$ cat src/rtl/csamc_map.svh
// Address map, field positions, reset values and timing counts
`ifndef CSAMC_MAP_SVH
`define CSAMC_MAP_SVH
// ************************************************************
// Register addresses (word index on the plain port)
// ************************************************************
`define CSAMC_ADDR_CTRL   4'h0
`define CSAMC_ADDR_STAT   4'h1
// ************************************************************
// Control field positions
// ************************************************************
`define CSAMC_CTRL_UNI    0
`define CSAMC_CTRL_FET    1
`define CSAMC_CTRL_LSREF  2
`define CSAMC_CTRL_GAIN   4:3
`define CSAMC_CTRL_CAL    7:5
`define CSAMC_CTRL_RST    16'h0000
// ************************************************************
// Timing: trim time in microseconds, clock rate in MHz
// ************************************************************
`define CSAMC_TRIM_US     100
`define CSAMC_CLK_MHZ     200
`define CSAMC_TRIM_CYCLES (`CSAMC_TRIM_US * `CSAMC_CLK_MHZ)
`endif

$ cat src/rtl/csamc_pkg.sv
// Types shared by the sense amplifier mode control block
package csamc_pkg;
  // ************************************************************
  // Gain codes: 5, 10, 20, 40 V/V
  // ************************************************************
  typedef enum logic [1:0] {
    CSAMC_G5,
    CSAMC_G10,
    CSAMC_G20,
    CSAMC_G40
  } csamc_gain_e;
  // Software configuration carried from the register file
  typedef struct packed {
    logic [2:0]  cal_req;    // Per-channel calibration request
    csamc_gain_e gain;       // Normal amplifier gain
    logic        lsref_sel;  // Low-side monitor reference select
    logic        fet_sel;    // Transistor drain-source sense mode
    logic        uni_sel;    // Reference divider removed
  } csamc_cfg_s;
  // Per-channel analogue controls
  typedef struct packed {
    logic        input_short;  // Amplifier inputs shorted
    logic        load_disc;    // Output load disconnected
    logic        amp_en;       // Amplifier enabled
    logic        pos_sw_node;  // Positive input on switch node
    logic        trim_active;  // Automatic trim running
    logic        trim_done;    // Trim finished, still held
    csamc_gain_e gain;         // Gain applied to the amplifier
  } csamc_chan_s;
endpackage : csamc_pkg

$ cat src/rtl/csamc_cal.sv
// Per-channel offset calibration sequencer
module csamc_cal
  import csamc_pkg::*;
#(
  parameter logic [14:0] TRIM_CYCLES = 15'h4e20
) (
  input  wire logic mclk,
  input  wire logic rst_n,
  input  wire logic cal_req,
  output logic      cal_active,
  output logic      trim_done
);
  // ************************************************************
  // Sequencer state
  // ************************************************************
  typedef enum logic [1:0] {
    CSAMC_IDLE,
    CSAMC_TRIM,
    CSAMC_HOLD
  } csamc_cal_e;

  csamc_cal_e  state_reg, state_next;  // Sequencer state
  logic [14:0] cnt_reg, cnt_next;      // Trim time counter
  logic        act_reg, act_next;      // Calibration in force
  logic        done_reg, done_next;    // Trim routine ended

  // Next state; dropping the request always ends calibration
  always_comb begin
    state_next = state_reg;
    cnt_next   = cnt_reg;
    case (state_reg)
      CSAMC_IDLE: begin
        cnt_next = 15'h0000;
        if (cal_req) begin
          state_next = CSAMC_TRIM;
        end
      end
      CSAMC_TRIM: begin
        if (!cal_req) begin
          state_next = CSAMC_IDLE;
        end else if (cnt_reg == TRIM_CYCLES - 15'h0001) begin
          state_next = CSAMC_HOLD;
        end else begin
          cnt_next = cnt_reg + 15'h0001;
        end
      end
      CSAMC_HOLD: begin
        if (!cal_req) begin
          state_next = CSAMC_IDLE;
        end
      end
      default: begin
        state_next = CSAMC_IDLE;
      end
    endcase
    act_next  = (state_next != CSAMC_IDLE);
    done_next = (state_next == CSAMC_HOLD);
  end

  // Registers only
  always_ff @(posedge mclk) begin
    if (!rst_n) begin
      state_reg <= CSAMC_IDLE;
      cnt_reg   <= 15'h0000;
      act_reg   <= 1'b0;
      done_reg  <= 1'b0;
    end else begin
      state_reg <= state_next;
      cnt_reg   <= cnt_next;
      act_reg   <= act_next;
      done_reg  <= done_next;
    end
  end

  assign cal_active = act_reg;
  assign trim_done  = done_reg;
endmodule : csamc_cal

$ cat src/rtl/csamc_regs.sv
// Control register and read port for the plain register bus
`include "csamc_map.svh"
module csamc_regs
  import csamc_pkg::*;
(
  input  wire logic        mclk,
  input  wire logic        rst_n,
  input  wire logic [3:0]  addr,
  input  wire logic [15:0] wdata,
  input  wire logic        wr_en,
  input  wire logic        rd_en,
  input  wire logic [15:0] status,
  output csamc_cfg_s       cfg,
  output logic [15:0]      rdata
);
  logic [15:0] ctrl_reg, ctrl_next;    // Control word
  logic [15:0] rdata_reg, rdata_next;  // Read data, one cycle late

  // Write decode and read mux; unmapped reads give zero
  always_comb begin
    ctrl_next  = ctrl_reg;
    rdata_next = 16'h0000;
    if (wr_en && addr == `CSAMC_ADDR_CTRL) begin
      ctrl_next = {8'h00, wdata[7:0]};  // Upper bits reserved
    end
    if (rd_en) begin
      case (addr)
        `CSAMC_ADDR_CTRL: rdata_next = ctrl_reg;
        `CSAMC_ADDR_STAT: rdata_next = status;
        default:          rdata_next = 16'h0000;
      endcase
    end
  end

  // Registers only
  always_ff @(posedge mclk) begin
    if (!rst_n) begin
      ctrl_reg  <= `CSAMC_CTRL_RST;
      rdata_reg <= 16'h0000;
    end else begin
      ctrl_reg  <= ctrl_next;
      rdata_reg <= rdata_next;
    end
  end

  // Field unpacking
  assign cfg.uni_sel   = ctrl_reg[`CSAMC_CTRL_UNI];
  assign cfg.fet_sel   = ctrl_reg[`CSAMC_CTRL_FET];
  assign cfg.lsref_sel = ctrl_reg[`CSAMC_CTRL_LSREF];
  assign cfg.gain      = csamc_gain_e'(ctrl_reg[`CSAMC_CTRL_GAIN]);
  assign cfg.cal_req   = ctrl_reg[`CSAMC_CTRL_CAL];
  assign rdata         = rdata_reg;
endmodule : csamc_regs

$ cat src/rtl/csamc_top.sv
// Mode control for three low-side current sense amplifiers
//
// Operation
// Divider removed means unidirectional, full reference
// Calibration shorts inputs, drops load, gain 40
// Automatic trim ends 100 us after request
// Held in calibration while request stays high
// Request low ends calibration, gain restored
// Calibration forces bidirectional reference, all channels
// Controller calibrates only while transistors idle
// Transistor mode routes positive input to switch
// Transistor mode forces negative monitor reference
// Transistor mode enables amplifier after drive window
// Transistor mode shorts inputs at low-side off
// Four gains; bidirectional output centred half reference
// Monitor reference select picks positive or negative
// Per-channel overrides; reference override shared
`include "csamc_map.svh"
module csamc_top
  import csamc_pkg::*;
#(
  parameter logic [14:0] TRIM_CYCLES = 15'(`CSAMC_TRIM_CYCLES)
) (
  input  wire logic        mclk,
  input  wire logic        rst_n,
  input  wire logic [3:0]  reg_addr,
  input  wire logic [15:0] reg_wdata,
  input  wire logic        reg_wr,
  input  wire logic        reg_rd,
  output logic [15:0]      reg_rdata,
  input  wire logic        cal_pin,
  input  wire logic [2:0]  gate_drive_window,
  input  wire logic [2:0]  lowside_off_cmd,
  output csamc_chan_s [2:0] chan_ctl,
  output logic             unidirectional,
  output logic             bidir_ref,
  output logic             monitor_ref_negative
);

  // ************************************************************
  // Declarations
  // ************************************************************
  csamc_cfg_s  cfg;                 // Software configuration
  logic [15:0] status;              // Status word for reads
  logic [2:0]  cal_request;         // Combined request per channel
  logic [2:0]  cal_active;          // Calibration in force
  logic [2:0]  trim_done;           // Trim finished per channel
  logic        any_cal;             // Any channel calibrating

  // Calibration pin synchroniser
  logic        cal_s1_reg, cal_s1_next;  // First stage, not read
  logic        cal_s2_reg, cal_s2_next;  // Second stage, usable

  // Transistor sense window tracking
  logic [2:0]  win_prev_reg, win_prev_next;  // Window last cycle
  logic [2:0]  valid_reg, valid_next;        // Output valid

  // Registered analogue controls
  csamc_chan_s [2:0] ctl_reg, ctl_next;      // Per-channel controls
  logic        uni_reg, uni_next;            // Unidirectional
  logic        bid_reg, bid_next;            // Bidirectional
  logic        mref_reg, mref_next;          // Monitor on negative

  // ************************************************************
  // Register file
  // ************************************************************
  csamc_regs u_regs (
    .mclk   (mclk),
    .rst_n  (rst_n),
    .addr   (reg_addr),
    .wdata  (reg_wdata),
    .wr_en  (reg_wr),
    .rd_en  (reg_rd),
    .status (status),
    .cfg    (cfg),
    .rdata  (reg_rdata)
  );

  // Status word: state the block itself holds
  assign status = {6'h00, bid_reg, valid_reg, trim_done, cal_active};

  // ************************************************************
  // Calibration pin synchroniser
  // ************************************************************
  // Pin is asynchronous to mclk, so two stages before use
  always_comb begin
    cal_s1_next = cal_pin;
    cal_s2_next = cal_s1_reg;
  end

  // Registers only
  always_ff @(posedge mclk) begin
    if (!rst_n) begin
      cal_s1_reg <= 1'b0;
      cal_s2_reg <= 1'b0;
    end else begin
      cal_s1_reg <= cal_s1_next;
      cal_s2_reg <= cal_s2_next;
    end
  end

  // ************************************************************
  // Calibration sequencers, one per channel
  // ************************************************************
  // The pin requests every channel; register bits request one
  assign cal_request = cfg.cal_req | {3{cal_s2_reg}};

  for (genvar i = 0; i < 3; i++) begin : g_cal
    csamc_cal #(
      .TRIM_CYCLES (TRIM_CYCLES)
    ) u_cal (
      .mclk       (mclk),
      .rst_n      (rst_n),
      .cal_req    (cal_request[i]),
      .cal_active (cal_active[i]),
      .trim_done  (trim_done[i])
    );
  end

  // Any channel calibrating moves the shared reference
  assign any_cal = |cal_active;

  // ************************************************************
  // Transistor sense window tracking
  // ************************************************************
  // Output becomes valid when the drive window falls and stays
  // valid until the low-side turn-off command. A turn-off in the
  // same cycle as the window end wins, as it is the newer event.
  always_comb begin
    win_prev_next = gate_drive_window;
    valid_next    = 3'h0;
    for (int i = 0; i < 3; i++) begin
      if (cfg.fet_sel && !lowside_off_cmd[i]) begin
        // Window end starts the valid phase
        if (win_prev_reg[i] && !gate_drive_window[i]) begin
          valid_next[i] = 1'b1;
        end else begin
          valid_next[i] = valid_reg[i];
        end
      end
    end
  end

  // Registers only
  always_ff @(posedge mclk) begin
    if (!rst_n) begin
      win_prev_reg <= 3'h0;
      valid_reg    <= 3'h0;
    end else begin
      win_prev_reg <= win_prev_next;
      valid_reg    <= valid_next;
    end
  end

  // ************************************************************
  // Analogue control composition
  // ************************************************************
  // All controls are registered so the analogue switches see
  // glitch-free levels; this costs one cycle of latency.
  always_comb begin
    for (int i = 0; i < 3; i++) begin
      // Calibration touches only its own channel
      ctl_next[i].load_disc   = cal_active[i];
      ctl_next[i].trim_active = cal_active[i] && !trim_done[i];
      ctl_next[i].trim_done   = trim_done[i];
      ctl_next[i].input_short = 1'b0;
      ctl_next[i].amp_en      = 1'b1;
      ctl_next[i].pos_sw_node = 1'b0;
      if (cal_active[i]) begin
        // Calibration override, held until request drops
        ctl_next[i].input_short = 1'b1;
        ctl_next[i].gain        = CSAMC_G40;
      end else begin
        // Normal gain comes back at once on exit
        ctl_next[i].gain = cfg.gain;
        if (cfg.fet_sel) begin
          // Input on the switch node only in the valid phase
          ctl_next[i].pos_sw_node = valid_next[i];
          ctl_next[i].amp_en      = valid_next[i];
          // Shorted from turn-off until the next window end
          ctl_next[i].input_short = lowside_off_cmd[i] ||
                                    !valid_next[i];
        end
      end
    end
    // Calibration forces bidirectional on every channel
    bid_next  = !cfg.uni_sel || any_cal;
    uni_next  = cfg.uni_sel && !any_cal;
    // Transistor mode overrides the monitor reference select
    mref_next = cfg.fet_sel || cfg.lsref_sel;
  end

  // Registers only
  always_ff @(posedge mclk) begin
    if (!rst_n) begin
      for (int i = 0; i < 3; i++) begin
        ctl_reg[i].input_short <= 1'b0;
        ctl_reg[i].load_disc   <= 1'b0;
        ctl_reg[i].amp_en      <= 1'b1;
        ctl_reg[i].pos_sw_node <= 1'b0;
        ctl_reg[i].trim_active <= 1'b0;
        ctl_reg[i].trim_done   <= 1'b0;
        ctl_reg[i].gain        <= CSAMC_G5;
      end
      uni_reg  <= 1'b0;
      bid_reg  <= 1'b1;
      mref_reg <= 1'b0;
    end else begin
      ctl_reg  <= ctl_next;
      uni_reg  <= uni_next;
      bid_reg  <= bid_next;
      mref_reg <= mref_next;
    end
  end

  // ************************************************************
  // Outputs
  // ************************************************************
  // The controller must keep transistors idle while calibrating;
  // nothing here can detect switching noise during the trim.
  assign chan_ctl             = ctl_reg;
  assign unidirectional       = uni_reg;
  assign bidir_ref            = bid_reg;
  assign monitor_ref_negative = mref_reg;
endmodule : csamc_top

$ cat config.mk
export PLATFORM = sky130hd
export DESIGN_NAME = csamc_top
export DESIGN_NICKNAME = d
export VERILOG_FILES = /design/src/rtl/csamc_pkg.sv /design/src/rtl/csamc_cal.sv /design/src/rtl/csamc_regs.sv /design/src/rtl/csamc_top.sv
export VERILOG_INCLUDE_DIRS = /design/src /design/src/rtl
export SDC_FILE = /design/constraint.sdc
export NUM_CORES = 1
export LEC_CHECK = 0
export ABC_AREA = 1
export ABC_CLOCK_PERIOD_IN_PS = 1600
export BUFFER_PORTS_ARGS = -buffer_cell sky130_fd_sc_hd__buf_2
export CAP_MARGIN = 40
export CELL_PAD_IN_SITES_DETAIL_PLACEMENT = 0
export CELL_PAD_IN_SITES_GLOBAL_PLACEMENT = 1
export CORE_MARGIN = 3
export CORE_UTILIZATION = 40
export CTS_BUF_LIST = sky130_fd_sc_hd__clkbuf_8
export DETAILED_ROUTE_END_ITERATION = 16
export PLACE_DENSITY = 0.9
export SYNTH_ARGS = -nofsm -noshare
export SYNTH_HDL_FRONTEND = slang
export SYNTH_HIERARCHICAL = 1
export SYNTH_SLANG_ARGS = --single-unit
$ cat constraint.sdc
create_clock -name mclk -period 1.6 [get_ports mclk]
set_clock_uncertainty 0.15 [all_clocks]
set_input_delay 0.32 -clock mclk [delete_from_list [all_inputs] [get_ports mclk]]
set_output_delay 0.32 -clock mclk [all_outputs]
set_load 0.05 [all_outputs]
==> results.txt, run 1 <==
Sequential element share of the synthesized area -> 43.60%
Power Dens Cells -> 870.1 mW/mm^2
First-pass GRT wire length -> 19.02 mm
Layout Nets -> 932
Required time worst endpoint -> 1.82 ns
CTS tree -> done
Endpoints failing setup -> 0
Total number of vias -> 4,827
Post-detail-place hpwl -> 7.745 mm
Status -> completed
Synth Warn # -> 6
Die ar. -> 0.01474 mm^2
Layout cells sized above 1 -> 27.11%
FMAX -> 638.7 MHz
H-Tree Depth -> 4
Footprint of the multi-input gates -> 0.002843 mm^2
Height of the die -> 121.4 um
CTS sink cnt -> 116
Final Hold Violating Endpoints -> 0
Post-Route WL -> 12.07 mm
Mapped Area -> 0.005326 mm^2
Io pins -> 74
Cell Rows -> 41
Final min period -> 1.566 ns
Initial antenna violation count -> 0
Vias in the first global route -> 4,191
DR top layer -> met4
Max-Cap Viols -> 0
CTS buffer count -> 17
Critical path startpoint category -> flop
Placer Congestion -> 0.8054
Seq. cell area -> 0.002341 mm^2
Arr. time, crit path -> 1.78 ns
Iteration-0 DRC count of the detailed router -> 284
Ant. Diodes -> 0
Clock root cell -> clkbuf_8
Maximum root-to-sink buffer count -> 2
Setup TNS -> 0 ns
Routed wl met2 -> 5.645 mm
Unique masters post-synth -> 24
DRT antenna net count -> 0
Met1 WL -> 5.722 mm
Initial Util -> 41.53%
Max FFs per register -> 45
Worst r2r src -> g_cal[0].u_cal/cnt_reg[1]
Clock-pin slew on the worst setup and hold paths -> 0.08 ns
Fillers -> 1,262
DP Area -> 0.006038 mm^2
DRC Markers -> 0
Routed wl met3 -> 511 um
GR Overflow Total -> 0
Synth Register Bits -> 116
Drt first pass iters -> 4
Pin count of the biggest net entering global routing -> 27
RSZ-0062 raised after global routing -> yes
Synthesized area per cell -> 6.855 um^2
Fin area -> 0.006955 mm^2
Vias/cell -> 4.457
Place WS -> 0.02584 ns
Pleak -> 3.312 nW
IO buf count -> 65
Core footprint -> 0.01282 mm^2
Hold_sp -> lowside_off_cmd[1]
Area delta synth->final -> 30.58%
Critical path origin -> g_cal[0].u_cal/cnt_reg[1]
Crit Path Category -> reg2reg
Total track usage -> 16.07%
Total power -> 6.052 mW
Min-Delay Path Class -> in2reg
Final Hold Slack -> 0.03566 ns
Max Fanout on Critical Path -> 5
Crit share post-route -> 97.86%
Die width -> 121.4 um
Worst-skew pair later-pin latency -> 0.44 ns
Final Max Tran Viols -> 0
Final setup margin -> 0.03421 ns
Cells after synthesis -> 777
Routed WL per cell -> 11.14 um
Kind of end point of the critical path -> flop
Worst VDD drop -> 0.5179 mV
## per-stage QoR
step / instances / util [%]
2_1_floorplan: 782 / -
3_5_place_dp: 1035 / 47.08
3_3_place_gp: 1035 / 47.08
4_1_cts: 1071 / 50.63
5_1_grt: 1083 / 54.23
6_report: 1083 / 54.23
## path summary, 6_finish.rpt
kind	end	slack, ns	cells past startpoint
setup / recovery	g_cal[0].u_cal/cnt_reg[0]	0.03	9
hold / removal	chan_ctl[12]	0.04	4
setup reg to reg	g_cal[0].u_cal/cnt_reg[0]	0.03	9
hold reg to reg	cal_s2_reg	0.27	2
## cell usage after synthesis
cell / number / area share [%]
nand2_1: 207 / 15
nor2_1: 150 / 11
dfxtp_1: 116 / 44
inv_1: 112 / 7.9
nand3_1: 58 / 5.4
a21oi_1: 31 / 2.9
nand4_1: 15 / 1.8
inv_2: 13 / 0.92
nor2_4: 12 / 2.5
nand2_2: 10 / 1.2
nor3b_1: 8 / 1.1
a21boi_1: 6 / 0.85
buf_6: 6 / 1.3
nand3_2: 6 / 1.1
buf_4: 5 / 0.70
a21oi_2: 4 / 0.66
nand2_4: 4 / 0.85
ha_1: 3 / 0.70
nor3_1: 3 / 0.28
or2_2: 3 / 0.35
buf_2: 2 / 0.19
clkinv_2: 1 / 0.094
conb_1: 1 / 0.070
nand3_4: 1 / 0.33
## cell usage in the layout, fill, tap and decap left out, types with 5 or more instances in the layout
| master | netlist | layout |
|---|---|---|
| conb_1 | 1 | 6 |
| nand3_2 | 6 | 23 |
| inv_2 | 13 | 10 |
| a21boi_1 | 6 | 6 |
| nand3_1 | 58 | 39 |
| nor2_4 | 12 | 18 |
| a21oi_1 | 31 | 24 |
| nor2_1 | 150 | 143 |
| a21oi_2 | 4 | 11 |
| dfxtp_1 | 116 | 101 |
| buf_4 | 5 | 27 |
| nor3b_1 | 8 | 8 |
| buf_2 | 2 | 65 |
| inv_1 | 112 | 113 |
| nand2_1 | 207 | 202 |
| nand2_8 | 0 | 5 |
| nand2_2 | 10 | 6 |
| nand4_1 | 15 | 15 |
| dfxtp_2 | 0 | 15 |
| clkbuf_8 | 0 | 21 |
| nand2_4 | 4 | 14 |
## timing repair
item                                   in CTS  in global routing
buffers inserted                            0                  3
setup endpoints to repair                   0                 54
endpoints found under the hold margin       4                  0
resized for setup                           0                 85
hold buffers                                4                  0
## power breakdown
part / internal (mW) / total [mW] / switching, mW / leakage, nW
Sequential: 2.92 / 2.94 / 0.0174 / 0.945
Clock: 1.55 / 2.78 / 1.23 / 0.206
Combinational: 0.114 / 0.337 / 0.223 / 2.16
## final cells by class
cell class / count / area share, %
inverters: 126 / 6.926
multi-input cells: 536 / 40.87
well taps: 172 / 3.094
flip-flops and latches: 116 / 33.66
clock inverters: 11 / 1.817
repair buffers: 101 / 9.480
clock buffers: 21 / 4.155
## cells by family after synthesis
kind of cell	synth area share, %
other	0.07040
adders and majority gates	0.7048
DFF	43.60
AOI/OAI and AO/OA	4.416
buffers and inverters	11.06
and+or+nand+nor	40.15
## worst max-delay path, cell delays in order, from the launching register on
cell	delay (ns)
dfxtp_2	0.36
ha_4	0.16
nand2_4	0.06
inv_4	0.07
nand2_4	0.05
nor2_4	0.22
nand2_8	0.13
nand2_8	0.09
nand2_1	0.06
a21oi_1	0.14
## routing by layer
metal  global-route usage [%]  up-vias
met5                        0        -
met4                    7.073        0
li1                         -     2635
met1                    21.14     2098
met3                    4.429       14
met2                    24.63       80
No activity file was read; power rests on OpenSTA's default activity.
==> run 2: changes to the inputs <==
CORE_ASPECT_RATIO = 0.9   (was not set)
SYNTH_HIERARCHICAL = not set   (was 1)
==> run 2 against run 1 <==
Net effect: the flow now finishes with violations (negative setup slack); maximum frequency down 3.3%; worst hold slack better by 0.013 ns; register-to-register slack worse by 0.05 ns; critical path depth unchanged; die area down 5.8%; sequential share of layout area down 0.053 points; power down 20%; design area down 4.7%; cell count down 7.8%.
==> results.txt, run 2 <==
RR Endpoint -> g_cal[0].u_cal.cnt_reg[3] (was g_cal[0].u_cal/cnt_reg[0])
Mapped Area -> 0.005000 mm^2 (was 0.005326 mm^2)
Iteration-0 DRC count of the detailed router -> 204 (was 284)
DRT antenna net count -> 0 (unchanged)
Clock-pin slew on the worst setup and hold paths -> 0.11 ns (was 0.08 ns)
Io pins -> 74 (unchanged)
DRC Markers -> 0 (unchanged)
Critical path origin -> g_cal[0].u_cal.cnt_reg[1] (was g_cal[0].u_cal/cnt_reg[1])
Final Hold Violating Endpoints -> 0 (unchanged)
Unique masters post-synth -> 34 (was 24)
Worst r2r src -> g_cal[0].u_cal.cnt_reg[1] (was g_cal[0].u_cal/cnt_reg[1])
Post-synth EDFFs -> 0 (unchanged)
Crit share post-route -> 101.2% (was 97.86%)
Fillers -> 1,107 (was 1,262)
Placer Congestion -> 0.8442 (was 0.8054)
Async SR Flop Fraction -> 0% (unchanged)
Die width -> 123.9 um (was 121.4 um)
Final Hold Slack -> 0.04897 ns (was 0.03566 ns)
Drt first pass iters -> 5 (was 4)
Initial Util -> 41.24% (was 41.53%)
Vias/cell -> 4.877 (was 4.457)
Min-Delay Path Class -> in2reg (unchanged)
Synth Warn # -> 0 (was 6)
Area delta synth->final -> 32.63% (was 30.58%)
Fin area -> 0.006631 mm^2 (was 0.006955 mm^2)
Maximum root-to-sink buffer count -> 2 (unchanged)
Critical Path End -> g_cal[0].u_cal.cnt_reg[3] (was g_cal[0].u_cal/cnt_reg[0])
Worst r2r path cells -> 9 (unchanged)
Post-synthesis compound-gate area fraction -> 9.560% (was 4.416%)
Routed WL per cell -> 12.67 um (was 11.14 um)
Pin count of the biggest net entering global routing -> 24 (was 27)
Worst-skew pair later-pin latency -> 0.39 ns (was 0.44 ns)
Synthesized area per cell -> 6.993 um^2 (was 6.855 um^2)
DP Area -> 0.005736 mm^2 (was 0.006038 mm^2)
Footprint of the multi-input gates -> 0.002804 mm^2 (was 0.002843 mm^2)
Crit Path Category -> reg2reg (unchanged)
Synth Register Bits -> 110 (was 116)
IO buf count -> 59 (was 65)
Endpoints failing setup -> 3 (was 0)
Primary FF master, synth -> dfxtp_1 (unchanged)
Mux contribution to synthesized area -> 0% (unchanged)
Total track usage -> 18.35% (was 16.07%)
Initial antenna violation count -> 0 (unchanged)
Status -> finished, violations left (was completed)
Final setup margin -> -0.01939 ns (was 0.03421 ns)
Required time worst endpoint -> 1.77 ns (was 1.82 ns)
Post-Route WL -> 12.66 mm (was 12.07 mm)
Core footprint -> 0.01212 mm^2 (was 0.01282 mm^2)
Commonest non-fill, non-tap cell in the layout -> nand2_1 (unchanged)
Max FFs per register -> 45 (unchanged)
H-Tree Depth -> 3 (was 4)
Kind of end point of the critical path -> flop (unchanged)
Largest cells by area after synthesis -> dfxtp_1 44%, nand2_1 13%, nor2_1 8.4% (was dfxtp_1 44%, nand2_1 15%, nor2_1 11%)
CTS sink cnt -> 110 (was 116)
Final Max Tran Viols -> 0 (unchanged)
Most frequent cell after synthesis -> nand2_1 (unchanged)
Yosys top cell area share -> 44.04% (was 43.60%)
Layout Nets -> 868 (was 932)
Top post-synthesis cells by count -> 167 x nand2_1, 112 x nor2_1, 110 x dfxtp_1 (was 207 x nand2_1, 150 x nor2_1, 116 x dfxtp_1)
Layout cells sized above 1 -> 31.47% (was 27.11%)
Failing checks -> negative setup slack
First-pass GRT wire length -> 20.72 mm (was 19.02 mm)
Critical path startpoint category -> flop (unchanged)
Max Fanout on Critical Path -> 6 (was 5)
FMAX -> 617.5 MHz (was 638.7 MHz)
Combinational family with the most area after synthesis -> simple AND/OR/NAND/NOR gates (unchanged)
Most frequent cells in the layout -> 147 x nand2_1, 99 x inv_1, 93 x nor2_1, 89 x dfxtp_1, 59 x buf_2 (was 202 x nand2_1, 143 x nor2_1, 113 x inv_1, 101 x dfxtp_1, 65 x buf_2)
Cells after synthesis -> 715 (was 777)
Final min period -> 1.619 ns (was 1.566 ns)
Max-Cap Viols -> 0 (unchanged)
CTS buffer count -> 9 (was 17)
Post-Synth Adder-Cell Area -> 0.7508% (was 0.7047%)
Die ar. -> 0.01388 mm^2 (was 0.01474 mm^2)
RSZ-0062 raised after global routing -> yes (unchanged)
Synth Area in Simple Gates -> 33.83% (was 40.15%)
Sequential element share of the synthesized area -> 44.04% (was 43.60%)
CTS tree -> done (unchanged)
Reg2Reg Setup Slack -> -0.02 ns (was 0.03 ns)
Clock root cell -> clkbuf_8 (unchanged)
Seq. cell area -> 0.002228 mm^2 (was 0.002341 mm^2)
GR Overflow Total -> 0 (unchanged)
Cell Rows -> 38 (was 41)
Ant. Diodes -> 0 (unchanged)
Synth area leader -> dfxtp_1 (unchanged)
Pleak -> 2.792 nW (was 3.312 nW)
Height of the die -> 112.1 um (was 121.4 um)
Place WS -> -0.07419 ns (was 0.02584 ns)
Power Dens Cells -> 732.3 mW/mm^2 (was 870.1 mW/mm^2)
Worst VDD drop -> 0.6260 mV (was 0.5179 mV)
Arr. time, crit path -> 1.79 ns (was 1.78 ns)
Post-synthesis xor/xnor area fraction -> 1.577% (was 0%)
Post-detail-place hpwl -> 8.885 mm (was 7.745 mm)
Total number of vias -> 4,872 (was 4,827)
Vias in the first global route -> 4,557 (was 4,191)
## run 2: cell types whose count changed in the layout (fill, tap and decap cells not counted), moves of 9 or more
cell      before  now
nand2_1      202  147
buf_4         27   46
nor2_2         4   15
nand2_2        6   16
nor2_1       143   93
inv_1        113   99
dfxtp_1      101   89
clkbuf_8      21   11
xor2_1         0    9
o21ai_0        0   15
a21oi_2       11   20
nand3_2       23   13
## run 2: critical path: stages (launching register included)
cell and delay [ns]:
dfxtp_2 0.37, ha_4 0.15, nand2_4 0.07, inv_4 0.08, nand2_4 0.05, nor2_4 0.16
nand3_4 0.18, nand2_4 0.14, nand2_1 0.07, a21oi_2 0.12
## run 2: repair_timing
action,CTS,global route
hold buffers,4,0
buffers inserted,3,9
setup endpoints to repair,40,52
gates cloned,3,1
resized for setup,21,124
endpoints found under the hold margin,4,0
pin swaps,4,42
## run 2: area by class of cell
cell class / instances / area share (%)
Sequential cell: 110 / 33.60
Timing Repair Buffer: 117 / 11.75
Inverter: 107 / 6.245
Clock inverter: 5 / 0.8113
Clock buffer: 11 / 2.283
Multi-Input combinational cell: 489 / 42.28
Tap cell: 160 / 3.019
## run 2: worst min-delay path by stage
| stage | to | cells past startpoint | startpoint |
|---|---|---|---|
| 6_report | u_regs.rdata[0] | 3 | reg_rd |
| 3_5_place_dp | cal_s2_reg | 2 | cal_s1_reg |
| 4_1_cts | u_regs.rdata[0] | 3 | reg_rd |
| 5_1_grt | u_regs.rdata[0] | 3 | reg_rd |
| 3_3_place_gp | cal_s2_reg | 2 | cal_s1_reg |
| 2_1_floorplan | cal_s2_reg | 2 | cal_s1_reg |
## run 2: report_power, final
group          total (mW)  switching (mW)  leakage [nW]  internal, mW
registers            2.79          0.0193         0.900          2.77
logic               0.354           0.248          1.79         0.106
clock network        1.71            1.03         0.104         0.685
## run 2: stage by stage
step	util, %	total power [mW]	TNS (ns)	cells
6_report	54.70	4.856	-0.03863	999
3_5_place_dp	47.31	3.167	-1.107	963
2_1_floorplan	-	3.058	0	720
3_3_place_gp	47.31	3.162	-0.1039	963
5_1_grt	54.70	5.050	-1.628	999
4_1_cts	50.39	4.881	0	989
## run 2: cells by family after synthesis
logic type | after synthesis
DFF | 110
xor gates and xnor gates | 9
adders and majority gates | 3
buffers and inverters | 125
AOI/OAI and AO/OA | 84
other | 1
and+or+nand+nor | 383
## run 2: routing by layer
metal  vias up  share of wire (%)  global-route usage (%)
met3        10                4.6                   4.937
li1       2489                  -                       -
met5         -                  0                       0
met2       109                 49                   29.77
met1      2264                 45                   23.72
met4         0                1.3                   5.830
